`config.mk`:
```
export PLATFORM = sky130hd
export DESIGN_NAME = idu_top
export DESIGN_NICKNAME = d
export VERILOG_FILES = /design/src/design/idu_pkg.sv /design/src/design/idu_top.sv /design/src/design/idu_divcore.sv
export VERILOG_INCLUDE_DIRS = /design/src /design/src/design
export SDC_FILE = /design/constraint.sdc
export NUM_CORES = 1
export LEC_CHECK = 0
export BUFFER_PORTS_ARGS = -buffer_cell sky130_fd_sc_hd__buf_2
export CAP_MARGIN = 15
export CORE_MARGIN = 1
export CORE_UTILIZATION = 60
export DETAILED_ROUTE_END_ITERATION = 8
export MAX_ROUTING_LAYER = met4
export PLACE_DENSITY = 0.79
export SLEW_MARGIN = 5
export SYNTH_ARGS = -nofsm -noshare
export SYNTH_HDL_FRONTEND = slang
export SYNTH_SLANG_ARGS = --single-unit
```
`constraint.sdc`:
```
create_clock -name i_clk_sys -period 25.6 [get_ports i_clk_sys]
set_clock_uncertainty 0.15 [all_clocks]
set_input_delay 0 -clock i_clk_sys [delete_from_list [all_inputs] [get_ports i_clk_sys]]
set_output_delay 0 -clock i_clk_sys [all_outputs]
set_load 0.01 [all_outputs]
```
`src/design/idu_defs.svh`:
```
// register map, field positions and reset values of the divide unit
`ifndef IDU_DEFS_SVH
`define IDU_DEFS_SVH
`define IDU_OFF_OPWORD 8'h00
`define IDU_OFF_EXTWORD 8'h04
`define IDU_OFF_SRC 8'h08
`define IDU_OFF_DQVAL 8'h0c
`define IDU_OFF_DRVAL 8'h10
`define IDU_OFF_CTRL 8'h14
`define IDU_OFF_STATUS 8'h18
`define IDU_OFF_QUOT 8'h1c
`define IDU_OFF_REM 8'h20
`define IDU_OFF_CCR 8'h24
`define IDU_CTRL_START 0
`define IDU_ST_BUSY 0
`define IDU_ST_DONE 1
`define IDU_ST_TRAP 2
`define IDU_ST_ILLEGAL 3
`define IDU_ST_OVF 4
`define IDU_CCR_RST 5'h00
`define IDU_WORD_RST 16'h0000
`define IDU_DATA_RST 32'h0000_0000
`define IDU_OP_WORD_TOP 4'h8
`define IDU_OP_WORD_SGN 3'h7
`define IDU_OP_WORD_UNS 3'h3
`define IDU_OP_LONG 10'h131
`define IDU_EXT_SGN 11
`define IDU_EXT_SIZE 10
`define IDU_EA_AREG 3'h1
`define IDU_EA_EXT 3'h7
`define IDU_EA_EXT_MAX 3'h4
`define IDU_DIV_STEPS 64
`endif

```
`src/design/idu_pkg.sv`:
```
// types shared by the divide unit files
package idu_pkg;
  typedef enum logic [1:0] {
    IDU_S_IDLE = 2'b00,
    IDU_S_DIV = 2'b01,
    IDU_S_COMMIT = 2'b10
  } idu_state_t;
  typedef enum logic [1:0] {
    IDU_F_WORD = 2'b00,
    IDU_F_L32Q = 2'b01,
    IDU_F_L64 = 2'b10,
    IDU_F_L32R = 2'b11
  } idu_form_t;
  typedef struct packed {
    logic x;
    logic n;
    logic z;
    logic v;
    logic c;
  } idu_ccr_t;
endpackage

```
`src/design/idu_top.sv`:
```
// integer divide unit: decode, sign handling, apb registers, writeback
// Functional notes
// - word form 32/16: quotient in low half, remainder in high half.
// - signed remainder takes the sign of the dividend.
// - long 32/32 quotient-only form writes quotient, drops remainder.
// - long 64/32 form from two data registers gives quotient and remainder.
// - long 32/32 form returns both quotient and remainder.
// - zero divisor raises a trap instead of dividing.
// - overflow sets V and leaves destination registers untouched.
// - word form overflows when quotient exceeds a 16-bit signed value.
// - long forms overflow when quotient exceeds a 32-bit signed value.
// - N follows quotient sign; undefined after overflow or zero divide.
// - Z set when quotient is zero; undefined after overflow or trap.
// - V flags overflow, C always cleared, X never changed; a trap or an illegal op leaves C as it was.
// - word-form register field picks one of eight data registers.
// - source must be a data addressing mode; address direct illegal.
// - size bit picks 32-bit or 64-bit dividend.
// - quotient register gives low dividend word and takes quotient.
// - remainder register gets remainder unless it equals quotient one.
// - with size set, remainder register also gives high dividend word.
// - unsigned variants work the same four forms on unsigned values.
//
// The APB interface to the registers and the address map were chosen for this implementation.
`timescale 1ns/1ns
`default_nettype none
`include "idu_defs.svh"
module idu_top (
  input wire logic i_clk_sys,
  input wire logic i_resetn,
  input wire logic i_ce,
  input wire logic [7:0] i_paddr,
  input wire logic i_psel,
  input wire logic i_penable,
  input wire logic i_pwrite,
  input wire logic [31:0] i_pwdata,
  output logic [31:0] o_prdata,
  output logic o_pready,
  output logic o_pslverr,
  output logic o_wb_q_en,
  output logic [2:0] o_wb_q_sel,
  output logic [31:0] o_wb_q_data,
  output logic o_wb_r_en,
  output logic [2:0] o_wb_r_sel,
  output logic [31:0] o_wb_r_data,
  output logic o_done,
  output logic o_trap,
  output idu_pkg::idu_ccr_t o_ccr
);
  import idu_pkg::*;

  typedef struct packed {
    idu_state_t st;
    logic [15:0] opword;
    logic [15:0] extword;
    logic [31:0] src;
    logic [31:0] dq_val;
    logic [31:0] dr_val;
    idu_ccr_t ccr;
    logic done;
    logic trap;
    logic illegal;
    logic ovf;
    logic [31:0] quot_out;
    logic [31:0] rem_out;
    idu_form_t form;
    logic sgn;
    logic qneg;
    logic rneg;
    logic [2:0] qsel;
    logic [2:0] rsel;
    logic core_start;
    logic [31:0] prdata;
    logic pready;
    logic pslverr;
    logic wb_q_en;
    logic wb_r_en;
    logic [31:0] wb_q_data;
    logic [31:0] wb_r_data;
    logic [2:0] wb_q_sel;
    logic [2:0] wb_r_sel;
    logic done_pulse;
    logic trap_pulse;
  } idu_top_t;

  idu_top_t s_reg, s_next;
  logic [1:0] rst_sync_reg;
  logic rst_n;

  // decode of the held instruction words
  logic is_word, is_long, word_sgn, long_sgn, size64;
  logic ea_ok, legal, sgn_d;
  logic [2:0] ea_mode, ea_reg, dq_sel, dr_sel, tgt_sel;
  idu_form_t form_d;
  logic [31:0] divisor;
  logic [63:0] dividend;
  logic sd, ss;
  logic [63:0] ud;
  logic [31:0] uv;

  // result side, from the divider core
  logic core_done;
  logic [63:0] qmag;
  logic [31:0] rmag;
  logic [63:0] qval;
  logic [31:0] rval;
  logic [63:0] lim;
  logic ovf_c, w_form;

  logic acc, wr, rd_hit;
  logic [31:0] rdata;

  always_ff @(posedge i_clk_sys or negedge i_resetn) begin
    if (!i_resetn) begin
      rst_sync_reg <= 2'b00;
    end else if (i_ce) begin
      rst_sync_reg <= {rst_sync_reg[0], 1'b1};
    end
  end
  assign rst_n = rst_sync_reg[1];

  always_comb begin
    ea_mode = s_reg.opword[5:3];
    ea_reg = s_reg.opword[2:0];
    tgt_sel = s_reg.opword[11:9];
    dq_sel = s_reg.extword[14:12];
    dr_sel = s_reg.extword[2:0];
    long_sgn = s_reg.extword[`IDU_EXT_SGN];
    size64 = s_reg.extword[`IDU_EXT_SIZE];
    word_sgn = s_reg.opword[8:6] == `IDU_OP_WORD_SGN;
    is_word = s_reg.opword[15:12] == `IDU_OP_WORD_TOP &&
      (word_sgn || s_reg.opword[8:6] == `IDU_OP_WORD_UNS);
    is_long = s_reg.opword[15:6] == `IDU_OP_LONG &&
      !s_reg.extword[15] && s_reg.extword[9:3] == 7'h00;
    // address-register direct and pc/absolute beyond immediate refused
    ea_ok = ea_mode != `IDU_EA_AREG &&
      (ea_mode != `IDU_EA_EXT || ea_reg <= `IDU_EA_EXT_MAX);
    legal = ea_ok && (is_word || is_long);
    sgn_d = is_word ? word_sgn : long_sgn;
    if (is_word) begin
      form_d = IDU_F_WORD;
    end else if (size64) begin
      form_d = IDU_F_L64;
    end else if (dq_sel == dr_sel) begin
      form_d = IDU_F_L32Q;
    end else begin
      form_d = IDU_F_L32R;
    end
    if (is_word) begin
      divisor = sgn_d ? {{16{s_reg.src[15]}}, s_reg.src[15:0]} :
        {16'h0000, s_reg.src[15:0]};
    end else begin
      divisor = s_reg.src;
    end
    if (form_d == IDU_F_L64) begin
      dividend = {s_reg.dr_val, s_reg.dq_val};
    end else begin
      dividend = sgn_d ? {{32{s_reg.dq_val[31]}}, s_reg.dq_val} :
        {32'h0000_0000, s_reg.dq_val};
    end
    sd = sgn_d && dividend[63];
    ss = sgn_d && divisor[31];
    ud = sd ? 64'(-dividend) : dividend;
    uv = ss ? 32'(-divisor) : divisor;
  end

  // overflow, sign restore and flag formation on the finished magnitudes
  always_comb begin
    w_form = s_reg.form == IDU_F_WORD;
    lim = w_form ? 64'h0000_0000_0000_8000 : 64'h0000_0000_8000_0000;
    if (!s_reg.sgn) begin
      ovf_c = qmag >= (lim << 1);
    end else if (s_reg.qneg) begin
      ovf_c = qmag > lim;
    end else begin
      ovf_c = qmag >= lim;
    end
    qval = s_reg.qneg ? 64'(-qmag) : qmag;
    rval = s_reg.rneg ? 32'(-rmag) : rmag;
  end

  idu_divcore #(
    .N_W(64),
    .D_W(32)
  ) u_core (
    .i_clk_sys(i_clk_sys),
    .i_rst_n(rst_n),
    .i_ce(i_ce),
    .i_start(s_reg.core_start),
    .i_dividend(ud),
    .i_divisor(uv),
    .o_done(core_done),
    .o_quot(qmag),
    .o_rem(rmag)
  );

  // apb: one wait state, write takes effect on the ready edge, read data is latched on the edge before it
  always_comb begin
    acc = i_psel && i_penable;
    wr = acc && s_reg.pready && i_pwrite;
    rd_hit = 1'b1;
    case (i_paddr)
      `IDU_OFF_OPWORD: rdata = {16'h0000, s_reg.opword};
      `IDU_OFF_EXTWORD: rdata = {16'h0000, s_reg.extword};
      `IDU_OFF_SRC: rdata = s_reg.src;
      `IDU_OFF_DQVAL: rdata = s_reg.dq_val;
      `IDU_OFF_DRVAL: rdata = s_reg.dr_val;
      `IDU_OFF_CTRL: rdata = `IDU_DATA_RST;
      `IDU_OFF_STATUS: rdata = {27'h000_0000, s_reg.ovf, s_reg.illegal,
        s_reg.trap, s_reg.done, s_reg.st != IDU_S_IDLE};
      `IDU_OFF_QUOT: rdata = s_reg.quot_out;
      `IDU_OFF_REM: rdata = s_reg.rem_out;
      `IDU_OFF_CCR: rdata = {27'h000_0000, s_reg.ccr};
      default: begin
        rdata = `IDU_DATA_RST;
        rd_hit = 1'b0;
      end
    endcase
  end

  always_comb begin
    s_next = s_reg;
    s_next.pready = acc && !s_reg.pready;
    s_next.pslverr = acc && !s_reg.pready && !rd_hit;
    if (acc && !s_reg.pready) begin
      s_next.prdata = rdata;
    end
    s_next.core_start = 1'b0;
    s_next.wb_q_en = 1'b0;
    s_next.wb_r_en = 1'b0;
    s_next.done_pulse = 1'b0;
    s_next.trap_pulse = 1'b0;
    if (wr) begin
      case (i_paddr)
        `IDU_OFF_OPWORD: s_next.opword = i_pwdata[15:0];
        `IDU_OFF_EXTWORD: s_next.extword = i_pwdata[15:0];
        `IDU_OFF_SRC: s_next.src = i_pwdata;
        `IDU_OFF_DQVAL: s_next.dq_val = i_pwdata;
        `IDU_OFF_DRVAL: s_next.dr_val = i_pwdata;
        `IDU_OFF_CCR: s_next.ccr = i_pwdata[4:0];
        default: begin
        end
      endcase
    end
    case (s_reg.st)
      IDU_S_IDLE: begin
        // start while busy is ignored; the core latches its operands
        if (wr && i_paddr == `IDU_OFF_CTRL &&
            i_pwdata[`IDU_CTRL_START]) begin
          s_next.done = 1'b0;
          s_next.trap = 1'b0;
          s_next.illegal = 1'b0;
          s_next.ovf = 1'b0;
          s_next.form = form_d;
          s_next.sgn = sgn_d;
          s_next.qneg = sd ^ ss;
          s_next.rneg = sd;
          s_next.qsel = is_word ? tgt_sel : dq_sel;
          s_next.rsel = dr_sel;
          if (!legal) begin
            s_next.illegal = 1'b1;
            s_next.done = 1'b1;
            s_next.done_pulse = 1'b1;
          end else if (divisor == `IDU_DATA_RST) begin
            // trap: no writes, flags left as they were
            s_next.trap = 1'b1;
            s_next.trap_pulse = 1'b1;
            s_next.done = 1'b1;
            s_next.done_pulse = 1'b1;
          end else begin
            s_next.core_start = 1'b1;
            s_next.st = IDU_S_DIV;
          end
        end
      end
      IDU_S_DIV: begin
        if (core_done) begin
          s_next.st = IDU_S_COMMIT;
        end
      end
      IDU_S_COMMIT: begin
        // all results and flags land together
        s_next.st = IDU_S_IDLE;
        s_next.done = 1'b1;
        s_next.done_pulse = 1'b1;
        s_next.ccr.c = 1'b0;
        s_next.ccr.v = ovf_c;
        s_next.ovf = ovf_c;
        s_next.quot_out = qval[31:0];
        s_next.rem_out = rval;
        if (ovf_c) begin
          // operands stay put; N and Z cleared for determinism
          s_next.ccr.n = 1'b0;
          s_next.ccr.z = 1'b0;
        end else if (w_form) begin
          s_next.ccr.n = qval[15];
          s_next.ccr.z = qval[15:0] == 16'h0000;
          s_next.wb_q_en = 1'b1;
          s_next.wb_q_sel = s_reg.qsel;
          s_next.wb_q_data = {rval[15:0], qval[15:0]};
        end else begin
          s_next.ccr.n = qval[31];
          s_next.ccr.z = qval[31:0] == `IDU_DATA_RST;
          s_next.wb_q_en = 1'b1;
          s_next.wb_q_sel = s_reg.qsel;
          s_next.wb_q_data = qval[31:0];
          s_next.wb_r_en = s_reg.form != IDU_F_L32Q &&
            s_reg.rsel != s_reg.qsel;
          s_next.wb_r_sel = s_reg.rsel;
          s_next.wb_r_data = rval;
        end
      end
      default: begin
        s_next.st = IDU_S_IDLE;
      end
    endcase
  end

  always_ff @(posedge i_clk_sys or negedge rst_n) begin
    if (!rst_n) begin
      s_reg <= '0;
      s_reg.ccr <= `IDU_CCR_RST;
      s_reg.opword <= `IDU_WORD_RST;
      s_reg.extword <= `IDU_WORD_RST;
    end else if (i_ce) begin
      s_reg <= s_next;
    end
  end

  assign o_prdata = s_reg.prdata;
  assign o_pready = s_reg.pready;
  assign o_pslverr = s_reg.pslverr;
  assign o_wb_q_en = s_reg.wb_q_en;
  assign o_wb_q_sel = s_reg.wb_q_sel;
  assign o_wb_q_data = s_reg.wb_q_data;
  assign o_wb_r_en = s_reg.wb_r_en;
  assign o_wb_r_sel = s_reg.wb_r_sel;
  assign o_wb_r_data = s_reg.wb_r_data;
  assign o_done = s_reg.done_pulse;
  assign o_trap = s_reg.trap_pulse;
  assign o_ccr = s_reg.ccr;
endmodule
`default_nettype wire

```
`src/design/idu_divcore.sv`:
```
// iterative unsigned restoring divider, one quotient bit per cycle
`timescale 1ns/1ns
`default_nettype none
module idu_divcore #(
  parameter int N_W = 64,
  parameter int D_W = 32
) (
  input wire logic i_clk_sys,
  input wire logic i_rst_n,
  input wire logic i_ce,
  input wire logic i_start,
  input wire logic [N_W-1:0] i_dividend,
  input wire logic [D_W-1:0] i_divisor,
  output logic o_done,
  output logic [N_W-1:0] o_quot,
  output logic [D_W-1:0] o_rem
);
  import idu_pkg::*;
  localparam int CW = $clog2(N_W + 1);
  typedef struct packed {
    logic busy;
    logic done;
    logic [CW-1:0] cnt;
    logic [N_W-1:0] quot;
    logic [D_W-1:0] rem;
    logic [D_W-1:0] dvs;
  } idu_core_t;
  idu_core_t s_reg, s_next;
  logic [D_W:0] trial;

  always_comb begin
    s_next = s_reg;
    s_next.done = 1'b0;
    trial = {s_reg.rem, s_reg.quot[N_W-1]};
    if (i_start && !s_reg.busy) begin
      s_next.busy = 1'b1;
      s_next.cnt = CW'(N_W);
      s_next.quot = i_dividend;
      s_next.rem = '0;
      s_next.dvs = i_divisor;
    end else if (s_reg.busy) begin
      s_next.quot = {s_reg.quot[N_W-2:0], 1'b0};
      if (trial >= {1'b0, s_reg.dvs}) begin
        s_next.rem = D_W'(trial - {1'b0, s_reg.dvs});
        s_next.quot[0] = 1'b1;
      end else begin
        s_next.rem = trial[D_W-1:0];
      end
      s_next.cnt = s_reg.cnt - CW'(1);
      if (s_reg.cnt == CW'(1)) begin
        s_next.busy = 1'b0;
        s_next.done = 1'b1;
      end
    end
  end

  always_ff @(posedge i_clk_sys or negedge i_rst_n) begin
    if (!i_rst_n) begin
      s_reg <= '0;
    end else if (i_ce) begin
      s_reg <= s_next;
    end
  end

  assign o_done = s_reg.done;
  assign o_quot = s_reg.quot;
  assign o_rem = s_reg.rem;
endmodule
`default_nettype wire

```
# Yosys cells after proc, flatten, opt, wreduce, memory -nomap -nowiden
# Cells that the tools add are included.
word_totals:
  register_bits: 462
classes:
  add_sub_neg: 6
  order_cmp: 5
  n_eq_ne: 26
  mux: 55
  bitwise_logic: 3
  reduce_logical: 52
op_table:
  columns: ["op", "count"]
  rows:
  - ["two-way mux 32 bit", 9]
  - ["case mux 32 bit (9 select lines)", 1]
  - ["two-way mux 64 bit", 3]
  - ["two-way mux 72 bit", 2]
  - ["two-way mux 105 bit", 1]
  - ["two-way mux 103 bit", 1]
  - ["negation 32 bit", 3]
  - ["greater-or-equal comparator 64 x 32 -> 1 bit", 1]
  - ["greater-or-equal comparator 64 x 33 -> 1 bit", 1]
  - ["greater-than comparator 64 x 32 -> 1 bit", 1]
  - ["logical NOT 32 bit", 2]
  - ["negation 64 bit", 1]
  - ["greater-or-equal comparator 33 x 32 -> 1 bit", 1]
  - ["equality test 8 x 5 -> 1 bit (second input constant)", 4]
  - ["subtractor 32 bit", 1]
  - ["AND reduction 3 bit", 10]
  - ["two-way mux 2 bit", 12]
  - ["equality test 8 x 4 -> 1 bit (second input constant)", 2]
  - ["equality test 8 x 6 -> 1 bit (second input constant)", 2]
  - ["logical AND 1 bit", 16]
  - ["logical NOT 16 bit", 1]
  - ["two-way mux 1 bit", 16]
  - ["two-way mux 4 bit", 4]
  - ["equality test 10 x 9 -> 1 bit (second input constant)", 1]
  - ["other kinds (30)", 51]

# Depth between registers and ports, before layout
logic_depth:
  ltp_word: 11
  depth_mapped: 14
  mapped_depth_nobuf: 12

# Cells and area by module
# A second synthesis with hierarchy kept.
unflattened:
  hier_cells: 3019
  hier_area_um2: 27843.0
by_module_without_submodules:
  columns: ["module", "instances", "cells_each", "area_each_um2", "seq_area_each_um2"]
  rows:
  - ["idu_top", 1, 1997, 18806.8, 8132.8]
  - ["idu_divcore", 1, 1022, 9036.2, 3428.3]

# Worst setup path before layout
# OpenSTA, ideal clock, no wires.
synth_timing:
  kind: "register to register"
  startpoint: "register, netlist name rst_sync_reg[1]"
  endpoint: "register rst_sync_reg[1]"
  setup_ns: 0.142
  arrival_ns: 11.451
  path_slack_ns: 13.857
  path_stages_with_launch: 2
  period_less_slack_ns: 11.743
  path_cell_list: "dfrtp_1 -> mux2_2"
synth_rtl:
  columns: ["item", "line_no", "rtl"]
  rows:
  - ["to (signal assigned)", "idu_top.sv:116", "rst_sync_reg <= {rst_sync_reg[0], 1'b1};"]
  - ["to (decl)", "idu_top.sv:86", "logic [1:0] rst_sync_reg;"]

# Worst setup path after layout
layout_timing:
  startpoint: "register s_reg[118] (netlist name)"
  endpoint: "register s_reg (netlist bit o_wb_q_sel[1])"
layout_via:
  elab_chain_len: 7
layout_lines:
  columns: ["item", "line_no", "rtl"]
  rows:
  - ["from (decl)", "idu_top.sv:85", "idu_top_t s_reg, s_next;"]
  - ["from (signal assigned)", "idu_top.sv:325", "s_reg <= s_next;"]
  - ["logical NOT 2 bit (*)", "idu_top.sv:168", "w_form = s_reg.form == IDU_F_WORD;"]
  - ["two-way mux 32 bit (*)", "idu_top.sv:169", "lim = w_form ? 64'h0000_0000_0000_8000 : 64'h0000_0000_8000_0000;"]
  - ["greater-or-equal comparator 64 x 32 -> 1 bit / greater-than comparator 64 x 32 -> 1 bit (equally long branches)", "idu_top.sv:175, idu_top.sv:173", null]
  - ["two-way mux 1 bit", "idu_top.sv:172", "end else if (s_reg.qneg) begin"]
  - ["two-way mux 1 bit (*)", "idu_top.sv:170", "if (!s_reg.sgn) begin"]
  - ["NOT 1 bit (no source line) (*)", null, null]
  - ["AND reduction 3 bit (no source line) (*)", null, null]
# Every way passes the cells marked *; elsewhere a longest branch is shown, timed or not.
# A chain may end at the register's enable or synchronous reset.

==> flow_summary.ini <==
[cts]
cts_buffers = 50
htreeDepth = 2
root_buffer = clkbuf_16
cts_num_sinks = 462
post-cts-setup-buffer-count = 0
cts.clk_slew.worst_paths_ns = 0.07
clkLatencyLatePin_ns = 0.63
clock_path_buffers = 3
cts_tree = built

[die]
die_area_um2 = 44400
io_pins = 159
die_width_um = 211
fp.dieH_um = 211
start_util_pct = 60.7
num_rows = 76
core_area_um2 = 43100

[synth]
synth_mux_area_share_pct = 8.03
seq_area_frac_synth_pct = 44.2
synth_fa_ha_area_share_pct = 2.13
yosys_warnings = 0
async_flop_share_pct = 100
synth_xor_xnor_area_share_pct = 5.46
syn_nets = 2818
synthTopCellsByArea = dfrtp_1 44%, mux2_2 5.7%, o21ai_0 5.4%
synth_top_family_by_area = compound AO/OA/AOI/OAI gates
syn_area_um2 = 26200
ys_dominant_reg_cell = dfrtp_1
synth_top_area_share_pct = 44.2
synth_cells = 2728
yosys-top-cells-count = 462 x dfrtp_1, 287 x nand2_1, 280 x o21ai_0
synth_area_leader_cell = dfrtp_1
synth_seq_cells = 462
synthSimpleGateAreaFrac_pct = 13.4
post-synth-top-count-cell = dfrtp_1
synth_cell_types = 89
synth_edf_count = 0
synth_compound_area_share_pct = 19.8
avgSynthCellArea_um2 = 9.59

[timing]
whs_ns = 0.0563
fin_crit_ns = 4.22
setup_viol = 0
slew_violations = 0
hold_violations = 0
fmax_mhz = 237
fin_crit_sh_pct = 16.5
timing.final.ws_setup_ns = 21.38
setup-tns-final_ns = 0
slew_headroom_pct = 18.4
tightestPinTransition_ns = 1.22
rsz0062_at_grt = no

[setup_path]
worstPathMaxFanout = 52
required_ns = 25.96
worstPathArrival_ns = 4.58
startpoint_type = flop
worstSetupPathType = reg2reg
worst-r2r-cell-count = 11
worst_setup_path_end_kind = flop

[outcome]
outcome = finished, final reports clean

[power]
p_leak_uw = 0.0127
p_switching_uw = 907
ir_drop_v = 0.0000748
p_sw_share_pct = 36.9
combPwrFrac_pct = 30.7
seqPwrFrac_pct = 38.9
power_frac_clock_pct = 30.4
intPower_uw = 1550
power.density_nw_per_um2 = 85.4

[placed_design]
place_ws_ns = 21.45
routabilityCongestion = 1.01
post-dp-hpwl_um = 64700
placed_cells = 3232
port_buffers = 158

[drt]
wl_per_cell_um = 26.5
drt_iter0_markers = 3101
wirelength_um = 89400
ant_nets = 0
via_count = 23034
drcViolationCount = 0
first_pass_iters = 6
routed_via_density = 6.82

[final_layout]
ff_latch_area_um2 = 11600
stdcell_count = 3375
syn_to_final_growth_pct = 9.88
fillers = 3385
finish.net_count = 2836
multi_input_area_um2 = 12900
drive_above_1_share_pct = 17.6
largest_reg_flops = 197

[worst_hold_path]
whs_path_depth = 3
hold_class = in2reg

[global_routing]
grt_pass1_wl_um = 134000
grt_pass1_vias = 21600
track_usage_pct = 41.4
grt_max_degree = 172
gr-total-overflow = 0
antenna_found_initial = 2

[flow_run]
cap_violations = 0
-- worst max-delay path: stages (launching register included) --
cell and delay (ns):
dfrtp_1 0.40, or2_2 0.36, inv_1 0.71, ha_1 0.25, nand3b_1 0.08, or4_4 0.43, nor4_4 0.15, and3_1 0.22
o21a_1 0.20, o211a_2 0.18, buf_4 0.55, mux2_2 0.41
-- kinds of logic after synthesis --
| logic type | Yosys count |
|---|---|
| xor+xnor | 163 |
| compound gates | 800 |
| fa+ha+maj | 44 |
| mux | 185 |
| simple gates | 726 |
| flops | 462 |
| buf+inv | 348 |
-- final timing paths --
kind / start / to / slack (ns)
max in group asynchronous: rst_sync_reg[1]$_DFFE_PN0P_ / u_core.o_rem[24]$_DFFE_PN0P_ / 23.60
hold / removal: i_pwdata[25] / s_reg[282]$_DFFE_PN0P_ / 0.06
setup / recovery: s_reg[118]$_DFFE_PN0P_ / o_wb_q_sel[1]$_DFFE_PN0P_ / 21.38
hold reg to reg: rst_sync_reg[1]$_DFFE_PN0P_ / ea_mode[2]$_DFFE_PN0P_ / 0.23
setup reg to reg: s_reg[118]$_DFFE_PN0P_ / o_wb_q_sel[1]$_DFFE_PN0P_ / 21.38
min in group asynchronous: i_resetn / rst_sync_reg[1]$_DFFE_PN0P_ / 0.09
-- routing by layer --
metal / GRT usage, % / vias up / routed length [um]
li1: - / 9903 / -
met1: 56.5 / 11346 / 35300
met2: 58.7 / 1514 / 38400
met3: 11.4 / 271 / 12100
met4: 15.6 / 0 / 3520
met5: - / - / 0
-- layout by cell type (no fill, tap or decap), types with 55 or more instances in the layout --
cell     Yosys  routed
buf_2       10     158
nor2_1     162     155
xnor2_1     55      55
inv_1       69      69
mux2_2     132     132
o21ai_0    280     279
xor2_1     108     108
a21oi_1    126     124
a22oi_1     66      66
nand2_1    287     284
dfrtp_1    462     461
-- final cells by class --
cell class                 count  share of cell area (%)
tap                          585                    2.55
timing repair buffer         245                    5.52
clock inverter                19                   0.727
inverter                      69                   0.901
antenna                        2                  0.0174
sequential                   462                    40.2
clock buffer                  75                    5.17
multi-input combinational   1918                    44.9
-- metrics by stage --
stage          area, um2  power [uW]  utilization, %
6_report           28800        2460            66.7
5_1_grt            28800        2560            66.7
4_1_cts            28700        2430            66.7
3_5_place_dp       26600        1690            61.7
3_3_place_gp       26600        1660            61.7
2_1_floorplan      26200        1460               -
-- power by group through the flow --
stage	clock network (uW)	registers, uW	logic [uW]
final	747	954	754
after CTS	749	946	737
after detailed placement	0	958	727
after floorplan	0	910	546
after global placement	0	952	711
after global routing	778	964	818
-- what timing repair did --
action	in CTS	in global routing
hold buffers	47	0
gates resized for setup	0	0
hold endpoints to repair	167	0
Power figures use the tool's default switching activity.
